`config.mk`:
```
export PLATFORM = sky130hd
export DESIGN_NAME = sleep_wake_and_voltage_monitor
export DESIGN_NICKNAME = d
export VERILOG_FILES = /design/src/rtl/sleep_wake_pkg.sv /design/src/rtl/sleep_wake_and_voltage_monitor.sv
export VERILOG_INCLUDE_DIRS = /design/src /design/src/rtl
export SDC_FILE = /design/constraint.sdc
export NUM_CORES = 1
export LEC_CHECK = 0
export BUFFER_PORTS_ARGS = -buffer_cell sky130_fd_sc_hd__buf_2
export CORE_MARGIN = 5
export CORE_UTILIZATION = 53
export CTS_CLUSTER_DIAMETER = 150
export CTS_CLUSTER_SIZE = 24
export DETAILED_ROUTE_END_ITERATION = 10
export PLACE_DENSITY = 0.95
export SKIP_CTS_REPAIR_TIMING = 1
export SLEW_MARGIN = 40
export SYNTH_ARGS = -nofsm -noshare
export SYNTH_HDL_FRONTEND = slang
export SYNTH_SLANG_ARGS = --single-unit
```
`constraint.sdc`:
```
create_clock -name clk -period 6.4 [get_ports clk]
set_clock_uncertainty 0.15 [all_clocks]
set_input_delay 1.92 -clock clk [delete_from_list [all_inputs] [get_ports clk]]
set_output_delay 1.92 -clock clk [all_outputs]
set_load 0.02 [all_outputs]
```
`src/rtl/sleep_wake_params.svh`:
```
// constants for the sleep/wake and supply monitor block
// assumes an apb slave at 40 mhz with a 32 khz low-speed tick from outside
// Function
// RULE1: sleep only by firmware sleep bit; halt cpu
// RULE2: stay halted until interrupt pending or reset
// RULE3: monitor keeps sampling in sleep, slower
// RULE4: duty code sets monitor on-time periods
// RULE5: low-speed oscillator keeps running in sleep
// RULE6: control bit selects low-power slow oscillator; slowOscLowPower follows lpOsc_q only in ST_SLEEP
// RULE7: any unmasked interrupt wakes, ignoring global enable
// RULE8: resume only while stop bit is clear
// RULE9: sleep entry forces internal clock select
// RULE10: wake restarts oscillator, three slow cycles recovery
// RULE11: external oscillator never stopped automatically
// RULE12: next instruction runs before interrupt service
// RULE13: sleep timer wakes and also interrupts normally
// RULE14: reset level codes; 11 suppresses reset
// RULE15: eight monitor levels also gate flash enable; this block has no flash enable output, only monitorLevelOut
// RULE16: low supply trip may raise an interrupt
// RULE17: comparator bit 1 shows live low supply
// RULE18: comparator bit 0 shows live reset trip
// RULE19: sleep bit self-clears on wake
`ifndef SLEEP_WAKE_PARAMS_SVH
`define SLEEP_WAKE_PARAMS_SVH
`define OFS_SYS_CTRL      12'h000
`define OFS_DUTY_TRIM     12'h004
`define OFS_OSC_CTRL      12'h008
`define OFS_IRQ_STATUS    12'h00c
`define OFS_IRQ_MASK      12'h010
`define IDX_LEVEL_CTRL    12'h1e3
`define IDX_CMP_STATE     12'h1e4
`define BIT_STOP          0
`define BIT_SLEEP         3
`define BIT_LP_OSC        7
`define BIT_CLK_SEL       1
`define BIT_EXT_OSC_EN    2
`define LEVEL_CTRL_RESET  8'h00
`define LEVEL_CTRL_MASK   8'h37
`define RECOVERY_SLOW_CYC 2'h3
`define ON_TIME_00        10'h080
`define ON_TIME_01        10'h200
`define ON_TIME_10        10'h020
`define ON_TIME_11        10'h008
`define RESET_LEVEL_NONE  2'h3
`define RESET_LEVEL_MID   2'h1
`endif

```
`src/rtl/sleep_wake_pkg.sv`:
```
// types for the sleep/wake and supply monitor block
// assumes the params header for numeric constants
package sleep_wake_pkg;
    typedef enum logic [1:0] {
        ST_RUN     = 2'b00,
        ST_SLEEP   = 2'b01,
        ST_RECOVER = 2'b11
    } power_state_t;

    typedef struct packed {
        logic [1:0] resetLevel;
        logic [2:0] monitorLevel;
    } level_cfg_t;

    typedef struct packed {
        logic lowSupply;
        logic resetTrip;
    } cmp_state_t;
endpackage : sleep_wake_pkg

```
`src/rtl/sleep_wake_and_voltage_monitor.sv`:
```
// sleep/wake control, supply monitor levels, apb registers, irq
// assumes comparator levels and ticks come from outside the clock domain
//
// The APB slave port was decided locally.
`timescale 1ns/1ps
`include "sleep_wake_params.svh"
module sleep_wake_and_voltage_monitor (
    input  wire logic        clk,
    input  wire logic        rst_b,
    input  wire logic        psel,
    input  wire logic        penable,
    input  wire logic        pwrite,
    input  wire logic [11:0] paddr,
    input  wire logic [31:0] pwdata,
    output logic             pready,
    output logic [31:0]      prdata,
    output logic             pslverr,
    input  wire logic        slowTick,
    input  wire logic        lowSupplyRaw,
    input  wire logic        resetTripRaw,
    input  wire logic        sleepTimerIrq,
    input  wire logic [7:0]  pendingIrq,
    input  wire logic [7:0]  irqMaskBits,
    output logic             cpuHalt,
    output logic             fastOscEnable,
    output logic             extOscEnable,
    output logic             slowOscLowPower,
    output logic             clkSelInternal,
    output logic             monitorSampleEn,
    output logic [1:0]       resetLevelOut,
    output logic [2:0]       monitorLevelOut,
    output logic             precisionResetReq,
    output logic             irq
);
    sleep_wake_pkg::power_state_t state_q;
    sleep_wake_pkg::level_cfg_t   levelCfg_q;
    sleep_wake_pkg::cmp_state_t   cmpLive;
    logic       sleepBit_q;
    logic       stopBit_q;
    logic [1:0] duty_q;
    logic       lpOsc_q;
    logic       extOsc_q;
    logic       clkSel_q;
    logic [2:0] irqStat_q;
    logic [2:0] irqMask_q;
    logic [2:0] lowSync_q;
    logic [2:0] rstSync_q;
    logic [2:0] tickSync_q;
    logic [2:0] stIrqSync_q;
    logic       lowStable_q;
    logic       rstStable_q;
    logic       tickStable_q;
    logic       stStable_q;
    logic       tickPulse;
    logic       stPulse;
    logic       lowRise;
    logic       lowPrev_q;
    logic [1:0] recCnt_q;
    logic [9:0] dutyCnt_q;
    logic       wakeReq;
    logic       wrEn;
    logic       rdEn;
    logic [11:0] addr;
    logic       addrOk;

    function automatic logic [9:0] onTime(input logic [1:0] code);
        case (code)
            2'b00:   onTime = `ON_TIME_00;
            2'b01:   onTime = `ON_TIME_01;
            2'b10:   onTime = `ON_TIME_10;
            default: onTime = `ON_TIME_11;
        endcase
    endfunction : onTime

    // pin inputs: three flops, change accepted when stages two and three agree
    always_ff @(posedge clk) begin
        if (!rst_b) begin
            lowSync_q   <= 3'h0;
            rstSync_q   <= 3'h0;
            tickSync_q  <= 3'h0;
            stIrqSync_q <= 3'h0;
        end else begin
            lowSync_q   <= {lowSync_q[1:0], lowSupplyRaw};
            rstSync_q   <= {rstSync_q[1:0], resetTripRaw};
            tickSync_q  <= {tickSync_q[1:0], slowTick};
            stIrqSync_q <= {stIrqSync_q[1:0], sleepTimerIrq};
        end
    end

    always_ff @(posedge clk) begin
        if (!rst_b) begin
            lowStable_q  <= 1'b0;
            rstStable_q  <= 1'b0;
            tickStable_q <= 1'b0;
            stStable_q   <= 1'b0;
        end else begin
            if (lowSync_q[1] == lowSync_q[2]) lowStable_q <= lowSync_q[2];
            if (rstSync_q[1] == rstSync_q[2]) rstStable_q <= rstSync_q[2];
            if (tickSync_q[1] == tickSync_q[2]) tickStable_q <= tickSync_q[2];
            if (stIrqSync_q[1] == stIrqSync_q[2]) stStable_q <= stIrqSync_q[2];
        end
    end

    assign tickPulse = (tickSync_q[1] == tickSync_q[2]) &&
                       tickSync_q[2] && !tickStable_q;
    assign stPulse   = (stIrqSync_q[1] == stIrqSync_q[2]) &&
                       stIrqSync_q[2] && !stStable_q;
    assign cmpLive.lowSupply = lowStable_q;
    assign cmpLive.resetTrip = rstStable_q;
    assign lowRise = lowStable_q && !lowPrev_q;

    // apb decode, zero wait states; unmapped gives slverr
    assign addr = paddr;
    assign wrEn = psel && penable && pwrite && pready;
    assign rdEn = psel && !penable && !pwrite;
    always_comb begin
        addrOk = 1'b0;
        if (addr == `OFS_SYS_CTRL) addrOk = 1'b1;
        else if (addr == `OFS_DUTY_TRIM) addrOk = 1'b1;
        else if (addr == `OFS_OSC_CTRL) addrOk = 1'b1;
        else if (addr == `OFS_IRQ_STATUS) addrOk = 1'b1;
        else if (addr == `OFS_IRQ_MASK) addrOk = 1'b1;
        else if (addr == 12'((`IDX_LEVEL_CTRL) * 4)) addrOk = 1'b1;
        else if (addr == 12'((`IDX_CMP_STATE) * 4)) addrOk = 1'b1;
    end

    always_ff @(posedge clk) begin
        if (!rst_b) begin
            pready  <= 1'b0;
            pslverr <= 1'b0;
        end else begin
            pready  <= psel && !penable;
            pslverr <= psel && !penable && !addrOk;
        end
    end

    always_ff @(posedge clk) begin
        if (!rst_b) begin
            prdata <= 32'h0;
        end else if (rdEn) begin
            prdata <= 32'h0;
            if (addr == `OFS_SYS_CTRL)
                prdata[7:0] <= {4'h0, sleepBit_q, 2'h0, stopBit_q};
            else if (addr == `OFS_DUTY_TRIM)
                prdata[7:0] <= {duty_q, 6'h00};
            else if (addr == `OFS_OSC_CTRL)
                prdata[7:0] <= {lpOsc_q, 4'h0, extOsc_q, clkSel_q, 1'b0};
            else if (addr == `OFS_IRQ_STATUS)
                prdata[2:0] <= irqStat_q;
            else if (addr == `OFS_IRQ_MASK)
                prdata[2:0] <= irqMask_q;
            else if (addr == 12'((`IDX_LEVEL_CTRL) * 4))
                prdata[7:0] <= {2'h0, levelCfg_q.resetLevel, 1'b0,
                                levelCfg_q.monitorLevel};
            else if (addr == 12'((`IDX_CMP_STATE) * 4))
                prdata[7:0] <= {6'h00, cmpLive.lowSupply,
                                cmpLive.resetTrip}; // RULE17 RULE18
        end
    end

    // wake on any unmasked pending source; global enable plays no part
    assign wakeReq = (|(pendingIrq & ~irqMaskBits)) || stPulse; // RULE7 RULE13

    always_ff @(posedge clk) begin
        if (!rst_b) begin
            state_q <= sleep_wake_pkg::ST_RUN;
        end else begin
            case (state_q)
                sleep_wake_pkg::ST_RUN: begin
                    if (sleepBit_q) state_q <= sleep_wake_pkg::ST_SLEEP; // RULE1
                end
                sleep_wake_pkg::ST_SLEEP: begin
                    if (wakeReq && !stopBit_q) // RULE2 RULE8
                        state_q <= sleep_wake_pkg::ST_RECOVER;
                end
                default: begin
                    if (tickPulse && recCnt_q == `RECOVERY_SLOW_CYC - 2'h1)
                        state_q <= sleep_wake_pkg::ST_RUN; // RULE10 RULE12
                end
            endcase
        end
    end

    always_ff @(posedge clk) begin
        if (!rst_b) begin
            recCnt_q <= 2'h0;
        end else if (state_q != sleep_wake_pkg::ST_RECOVER) begin
            recCnt_q <= 2'h0;
        end else if (tickPulse) begin
            recCnt_q <= recCnt_q + 2'h1; // RULE10
        end
    end

    // sleep bit: firmware set, hardware clear on wake (wake wins)
    always_ff @(posedge clk) begin
        if (!rst_b) begin
            sleepBit_q <= 1'b0;
            stopBit_q  <= 1'b0;
        end else begin
            if (state_q == sleep_wake_pkg::ST_SLEEP && wakeReq && !stopBit_q)
                sleepBit_q <= 1'b0; // RULE19
            else if (wrEn && addr == `OFS_SYS_CTRL)
                sleepBit_q <= pwdata[`BIT_SLEEP]; // RULE1
            if (wrEn && addr == `OFS_SYS_CTRL)
                stopBit_q <= pwdata[`BIT_STOP];
        end
    end

    always_ff @(posedge clk) begin
        if (!rst_b) begin
            duty_q     <= 2'h0;
            lpOsc_q    <= 1'b0;
            extOsc_q   <= 1'b0;
            levelCfg_q <= sleep_wake_pkg::level_cfg_t'(5'h00);
        end else begin
            if (wrEn && addr == `OFS_DUTY_TRIM) duty_q <= pwdata[7:6];
            if (wrEn && addr == `OFS_OSC_CTRL) begin
                lpOsc_q  <= pwdata[`BIT_LP_OSC]; // RULE6
                extOsc_q <= pwdata[`BIT_EXT_OSC_EN]; // RULE11
            end
            if (wrEn && addr == 12'((`IDX_LEVEL_CTRL) * 4)) begin
                levelCfg_q.resetLevel   <= pwdata[5:4]; // RULE14
                levelCfg_q.monitorLevel <= pwdata[2:0]; // RULE15
            end
        end
    end

    // clock select forced to internal on sleep entry
    always_ff @(posedge clk) begin
        if (!rst_b) begin
            clkSel_q <= 1'b0;
        end else if (state_q == sleep_wake_pkg::ST_RUN && sleepBit_q) begin
            clkSel_q <= 1'b0; // RULE9
        end else if (wrEn && addr == `OFS_OSC_CTRL) begin
            clkSel_q <= pwdata[`BIT_CLK_SEL];
        end
    end

    // monitor duty cycle in sleep: gated for the coded slow periods less one,
    // then one sample; latency grows with the on-time count
    always_ff @(posedge clk) begin
        if (!rst_b) begin
            dutyCnt_q       <= 10'h0;
            monitorSampleEn <= 1'b1;
        end else if (state_q != sleep_wake_pkg::ST_SLEEP) begin
            dutyCnt_q       <= 10'h0;
            monitorSampleEn <= 1'b1;
        end else if (tickPulse) begin // RULE3 RULE4
            if (dutyCnt_q >= onTime(duty_q) - 10'h1) begin
                dutyCnt_q       <= 10'h0;
                monitorSampleEn <= 1'b1;
            end else begin
                dutyCnt_q       <= dutyCnt_q + 10'h1;
                monitorSampleEn <= 1'b0;
            end
        end
    end

    // interrupts: bit0 low supply, bit1 sleep timer, bit2 wake; w1c
    always_ff @(posedge clk) begin
        if (!rst_b) begin
            irqStat_q <= 3'h0;
            irqMask_q <= 3'h0;
            lowPrev_q <= 1'b0;
        end else begin
            lowPrev_q <= lowStable_q;
            if (wrEn && addr == `OFS_IRQ_MASK) irqMask_q <= pwdata[2:0];
            irqStat_q <= (irqStat_q &
                          ~((wrEn && addr == `OFS_IRQ_STATUS) ?
                            pwdata[2:0] : 3'h0)) |
                         {state_q == sleep_wake_pkg::ST_RECOVER &&
                          recCnt_q == 2'h0 && !tickPulse && 1'b0,
                          stPulse, lowRise}; // RULE16 RULE13
            if (state_q == sleep_wake_pkg::ST_SLEEP && wakeReq && !stopBit_q)
                irqStat_q[2] <= 1'b1;
        end
    end

    always_ff @(posedge clk) begin
        if (!rst_b) begin
            irq               <= 1'b0;
            cpuHalt           <= 1'b0;
            fastOscEnable     <= 1'b1;
            extOscEnable      <= 1'b0;
            slowOscLowPower   <= 1'b0;
            clkSelInternal    <= 1'b1;
            resetLevelOut     <= 2'h0;
            monitorLevelOut   <= 3'h0;
            precisionResetReq <= 1'b0;
        end else begin
            irq             <= |(irqStat_q & irqMask_q);
            cpuHalt         <= state_q != sleep_wake_pkg::ST_RUN; // RULE1 RULE12
            fastOscEnable   <= state_q != sleep_wake_pkg::ST_SLEEP; // RULE10
            extOscEnable    <= extOsc_q; // RULE11
            slowOscLowPower <= lpOsc_q && state_q == sleep_wake_pkg::ST_SLEEP; // RULE5 RULE6
            clkSelInternal  <= !clkSel_q; // RULE9
            resetLevelOut   <= (levelCfg_q.resetLevel == `RESET_LEVEL_NONE) ?
                               `RESET_LEVEL_MID : levelCfg_q.resetLevel; // RULE14
            monitorLevelOut <= levelCfg_q.monitorLevel; // RULE15
            precisionResetReq <= rstStable_q &&
                  levelCfg_q.resetLevel != `RESET_LEVEL_NONE; // RULE14
        end
    end
endmodule : sleep_wake_and_voltage_monitor

```
; Word level (Yosys, flattened, before mapping)
; Index checks and enable logic that the tools add are counted.
[word_totals]
ff_bits = 72
latch_bits = 0
ram_bits = 0
rom_bits = 0
out_inout_bits = 47
word_cells = 142
mem_count = 0
[op_classes]
n_addsub = 3
n_mul = 0
div_mod_pow = 0
magnitude_cmp = 1
n_eq_ne = 20
shift = 0
muxes = 29
bitwise = 7
reduce_logical = 46
[op_table]
columns = operator, n
row1 = 10-bit 2-to-1 mux, 4
row2 = 10-bit one-hot mux with 3 select lines, 1
row3 = "12-bit by 11-bit equality test with 1-bit output, second input constant", 2
row4 = "12-bit by 4-bit equality test with 1-bit output, second input constant", 2
row5 = 1-bit logical AND, 24
row6 = 8-bit 2-to-1 mux, 3
row7 = "12-bit by 3-bit equality test with 1-bit output, second input constant", 1
row8 = "12-bit by 5-bit equality test with 1-bit output, second input constant", 1
row9 = 12-bit zero test, 1
row10 = "10-bit by 1-bit adder with 10-bit output, second input constant", 1
row11 = 10-bit greater-or-equal comparator, 1
row12 = 1-bit 2-to-1 mux, 10
row13 = 5-bit 2-to-1 mux, 2
row14 = 2-bit OR reduction, 5
row15 = "10-bit by 1-bit subtractor with 10-bit output, second input constant", 1
row16 = 3-bit 2-to-1 mux, 3
row17 = 8-bit AND, 1
row18 = 1-bit zero test, 8
row19 = 2-bit 2-to-1 mux, 4
row20 = "2-bit != test, second input constant", 4
row21 = 8-bit inverter, 1
row22 = 8-bit OR reduction, 1
row23 = 3-bit AND, 2
row24 = "2-bit equality test, second input constant", 3
row25 = other kinds (15), 20

; Depth between registers and ports, before layout
[depth]
word_depth = 10
ltp_mapped = 8
depth_no_buf = 7

; Least setup slack after synthesis
; OpenSTA, ideal clock, no wires.
[synth_timing]
path_kind = input to register
startpoint = input paddr[1]
endpoint = register sleepBit_q
setup_time_ns = 0.116
arrival_ns = 3.329
t_required_ns = 6.134
path_slack_ns = 2.806
path_stages = 5
path_cell_list = nor4_4 > nand3_2 > or4_4 > mux2_4 > and3_1
[synth_via]
elab_chain_cells = 2
[synth_rtl]
columns = item, line
row1 = from (decl), sleep_wake_and_voltage_monitor.sv:13  ; input wire logic [11:0] paddr,
row2 = 12-bit zero test (no line), --
row3 = 1-bit logical AND (no line), --
row4 = to (signal assigned), sleep_wake_and_voltage_monitor.sv:203  ; sleepBit_q <= pwdata[`BIT_SLEEP];
row5 = to (decl), sleep_wake_and_voltage_monitor.sv:38  ; logic sleepBit_q;
; Every way passes these cells.
; A chain may end at the register's enable or synchronous reset.

; Worst setup path in the final report
[layout_timing]
startpoint = input paddr[6]
endpoint = register levelCfg_q[0] (netlist name)
[layout_via]
elab_chain_cells = 2
[layout_rtl]
columns = item, line
row1 = 12-bit by 11-bit equality test with 1-bit output, sleep_wake_and_voltage_monitor.sv:221  ; if (wrEn && addr == 12'((`IDX_LEVEL_CTRL) * 4)) begin
row2 = 1-bit logical AND, sleep_wake_and_voltage_monitor.sv:221
row3 = to (signal assigned), sleep_wake_and_voltage_monitor.sv:214  ; levelCfg_q <= sleep_wake_pkg::level_cfg_t'(5'h00);
row4 = to (decl), sleep_wake_and_voltage_monitor.sv:36  ; sleep_wake_pkg::level_cfg_t levelCfg_q;
; Every way passes these cells.

==> impl_results.md <==
- Status: finished clean
- RSZ-0062 raised after global routing: no
- Post-route cell area: between 3000 and 4000 sq um
- Reg2Reg Launch Point: duty_q[1]
- Post-synth EDFFs: 0
- Total CTS buffers: 9
- First-pass DRT Iterations: 5
- Mapped Area: 3260 sq um
- Top reg by flops: dutyCnt_q
- IO Port Bufs: 67
- Antenna cells: 0
- Top Metal Used: met4
- Period minus WS final: 3.58 ns
- Crit-path max FO: 8
- Via count: 2689
- Later-pin clock latency in the skew report: 0.35 ns
- CTS tree: done
- GR Overflow Total: 0
- Cell Area, Placed: 3560 sq um
- Met1 WL: 2.84 mm
- Largest net degree at the start of global routing: 61
- Regs by FF count: dutyCnt_q: 10 flops, prdata: 8 flops, levelCfg_q: 5 flops
- Most common cell after layout, fill and taps aside: dfxtp_1
- Longest Clk Path Bufs: 2
- Via/cell ratio: 5.36
- Kind of critical path: input port to flip-flop
- Peak Freq: around 0.28 GHz
- Syn. warnings: 0
- Sequential cell area: 1440 sq um
- Period utilisation layout: 55.9%
- Die area: 7810 sq um
- Power Dens Cells: between 200 and 250 nW/um^2
- Slew at the pin closest to its max-slew limit: 0.730 ns
- CTS root buffer: clkbuf_8
- Top FF cell, synth: dfxtp_1
- Number of global-route vias before repair: 2661
- Metal2 WL: approximately 3.9 mm
- RePlAce Congestion: roughly 0.86
- Most frequent cells in the layout: 72 x dfxtp_1, 66 x buf_2, 25 x nand2_1, 25 x conb_1, 23 x nor2b_1
- Final setup vio count: 0
- Final Max Tran Viols: 0
- Hold EP: stIrqSync_q[1]
- Core Region: between 5000 and 6000 sq um
- CP required: 6.49 ns
- Setup TNS: 0 ns
- P&R area growth vs syn: 17.2%
- Total global-route track usage: 20.0%
- Critical Path Sink Type: flip-flop
- Wirelength per Cell: between 10 and 15 um
- Share of Yosys cell area claimed by the top area cell type: 44.3%
- Iteration-0 DRC Markers: 161
- Worst setup SP type: input port
- Layout fillers: about 470
- Worst-path clk slew: 0.08 ns
- WL met3: 585 um
- Die H: 88.4 um
- Nets: 500
- Die W: 88.4 um
- #FFs+latches synth: 72
- Wirelength, routed: around 7.5 mm
- HP Start: stIrqSync_q[0]
- Register area share after synthesis: between 40% and 50%
- DRC: 0
- Number of cells on the worst hold path: 1
- Synth area leader: dfxtp_1
- R2r setup slk: roughly 4.3 ns
- Asr flop ratio synth: 0%
- # clock sinks: 72
- P_leak: 1.62 nW
- Cells after Synth: 354
- Number of flip-flops under the largest register name: 10
- Dpl hpwl: 5.44 mm
- Initial core utilization: 54.7%
- RR Endpoint: monitorSampleEn
- Synth Area per Inst: 9.20 sq um
- Maxcap violations: 0
- Unique masters post-synth: between 40 and 50
- Layout cells sized above 1: 22.2%
- Global-route wire length before repair: 12.2 mm
- Initial antenna violation count: 0
- Peak supply drop: about 0.17 mV
- H-Tree Depth: 3
- R2R cell count: 8
- Antenna-violating nets left: 0
- CP Data Arrival Time: 3.67 ns
- Worst relative slew slack: between 50 and 60%
- Hold Crit Class: flip-flop to flip-flop
- Fin. Hold Viols: 0
- Top cells by area, synth: dfxtp_1 44%, buf_4 5.5%, nor2b_1 4.4%
- Std-Cell Rows: 28
- Multi-input gate area: 1630 sq um
- Ports: 116
==> metrics by stage <==
stage                     power [mW]  util [%]  setup WS (ns)  std cells  hold WS (ns)
after global routing           0.976      64.1           2.70        502         0.320
after global placement         0.516      59.9           2.58        486         0.259
final                          0.947      64.1           2.82        502         0.290
after CTS                      0.948      63.9           2.87        502         0.291
after floorplan                0.507         -           2.81        377         0.221
after detailed placement       0.518      59.9           2.52        486         0.269
==> per-layer routing <==
layer,GRT usage (%),up-vias
met5,0,-
met4,9.07,0
met3,3.91,16
met2,36.2,111
met1,22.7,1254
li1,-,1308
==> report_power, final <==
group / internal [mW] / leakage (nW) / total [mW] / switching, mW
Combinational: 0.0196 / 0.917 / 0.0556 / 0.0361
Clock: 0.262 / 0.117 / 0.438 / 0.176
Sequential: 0.452 / 0.582 / 0.453 / 0.00167
==> kinds of logic (layout without fill, tap and decap cells) <==
logic type	Yosys count	after routing	share of synthesized area, %
AOI/OAI and AO/OA	56	56	11.6
adders and majority gates	9	9	3.46
buffers and inverters	49	99	8.42
muxes	15	15	4.77
DFF	72	72	44.3
other	2	25	0.231
xor gates and xnor gates	10	10	2.69
and+or+nand+nor	141	141	24.6
==> worst max-delay path: stages <==
cell and delay (ns):
buf_2 0.09, nor2_1 0.44, nand2_1 0.26, nor3_2 0.60
mux2i_1 0.28, nor2b_1 0.08
==> cell type report <==
cell class	count	area share, %
clock buffers	10	3.35
clock inverters	6	3.02
inverters	14	1.38
multi-input cells	256	42.8
flip-flops and latches	72	37.8
well taps	75	2.46
repair buffers	69	9.25
==> Yosys cell counts (all sizes together) (2+ instances only) <==
| cell | n |
|---|---|
| ha | 9 |
| nor3b | 3 |
| nor4 | 2 |
| a22oi | 4 |
| nor2 | 22 |
| clkbuf | 11 |
| xnor2 | 4 |
| nor3 | 7 |
| a21o | 3 |
| nand3 | 14 |
| and2 | 20 |
| nand2 | 25 |
| nor2b | 23 |
| a222oi | 2 |
| and3 | 6 |
| a21boi | 10 |
| xor2 | 6 |
| and4 | 2 |
| dfxtp | 72 |
| inv | 14 |
| nand4 | 10 |
| nand3b | 2 |
| a21oi | 7 |
| o21ai | 14 |
| o21a | 2 |
| nand2b | 2 |
| conb | 2 |
| o22ai | 4 |
| buf | 24 |
| mux2i | 14 |
==> worst max-delay path by stage <==
stage	start	endpoint
6_report	paddr[6]	levelCfg_q[0]
5_1_grt	paddr[1]	clkSel_q
4_1_cts	paddr[6]	levelCfg_q[0]
3_5_place_dp	paddr[1]	sleepBit_q
3_3_place_gp	paddr[1]	sleepBit_q
2_1_floorplan	paddr[1]	sleepBit_q
No activity file was read; power rests on OpenSTA's default activity.
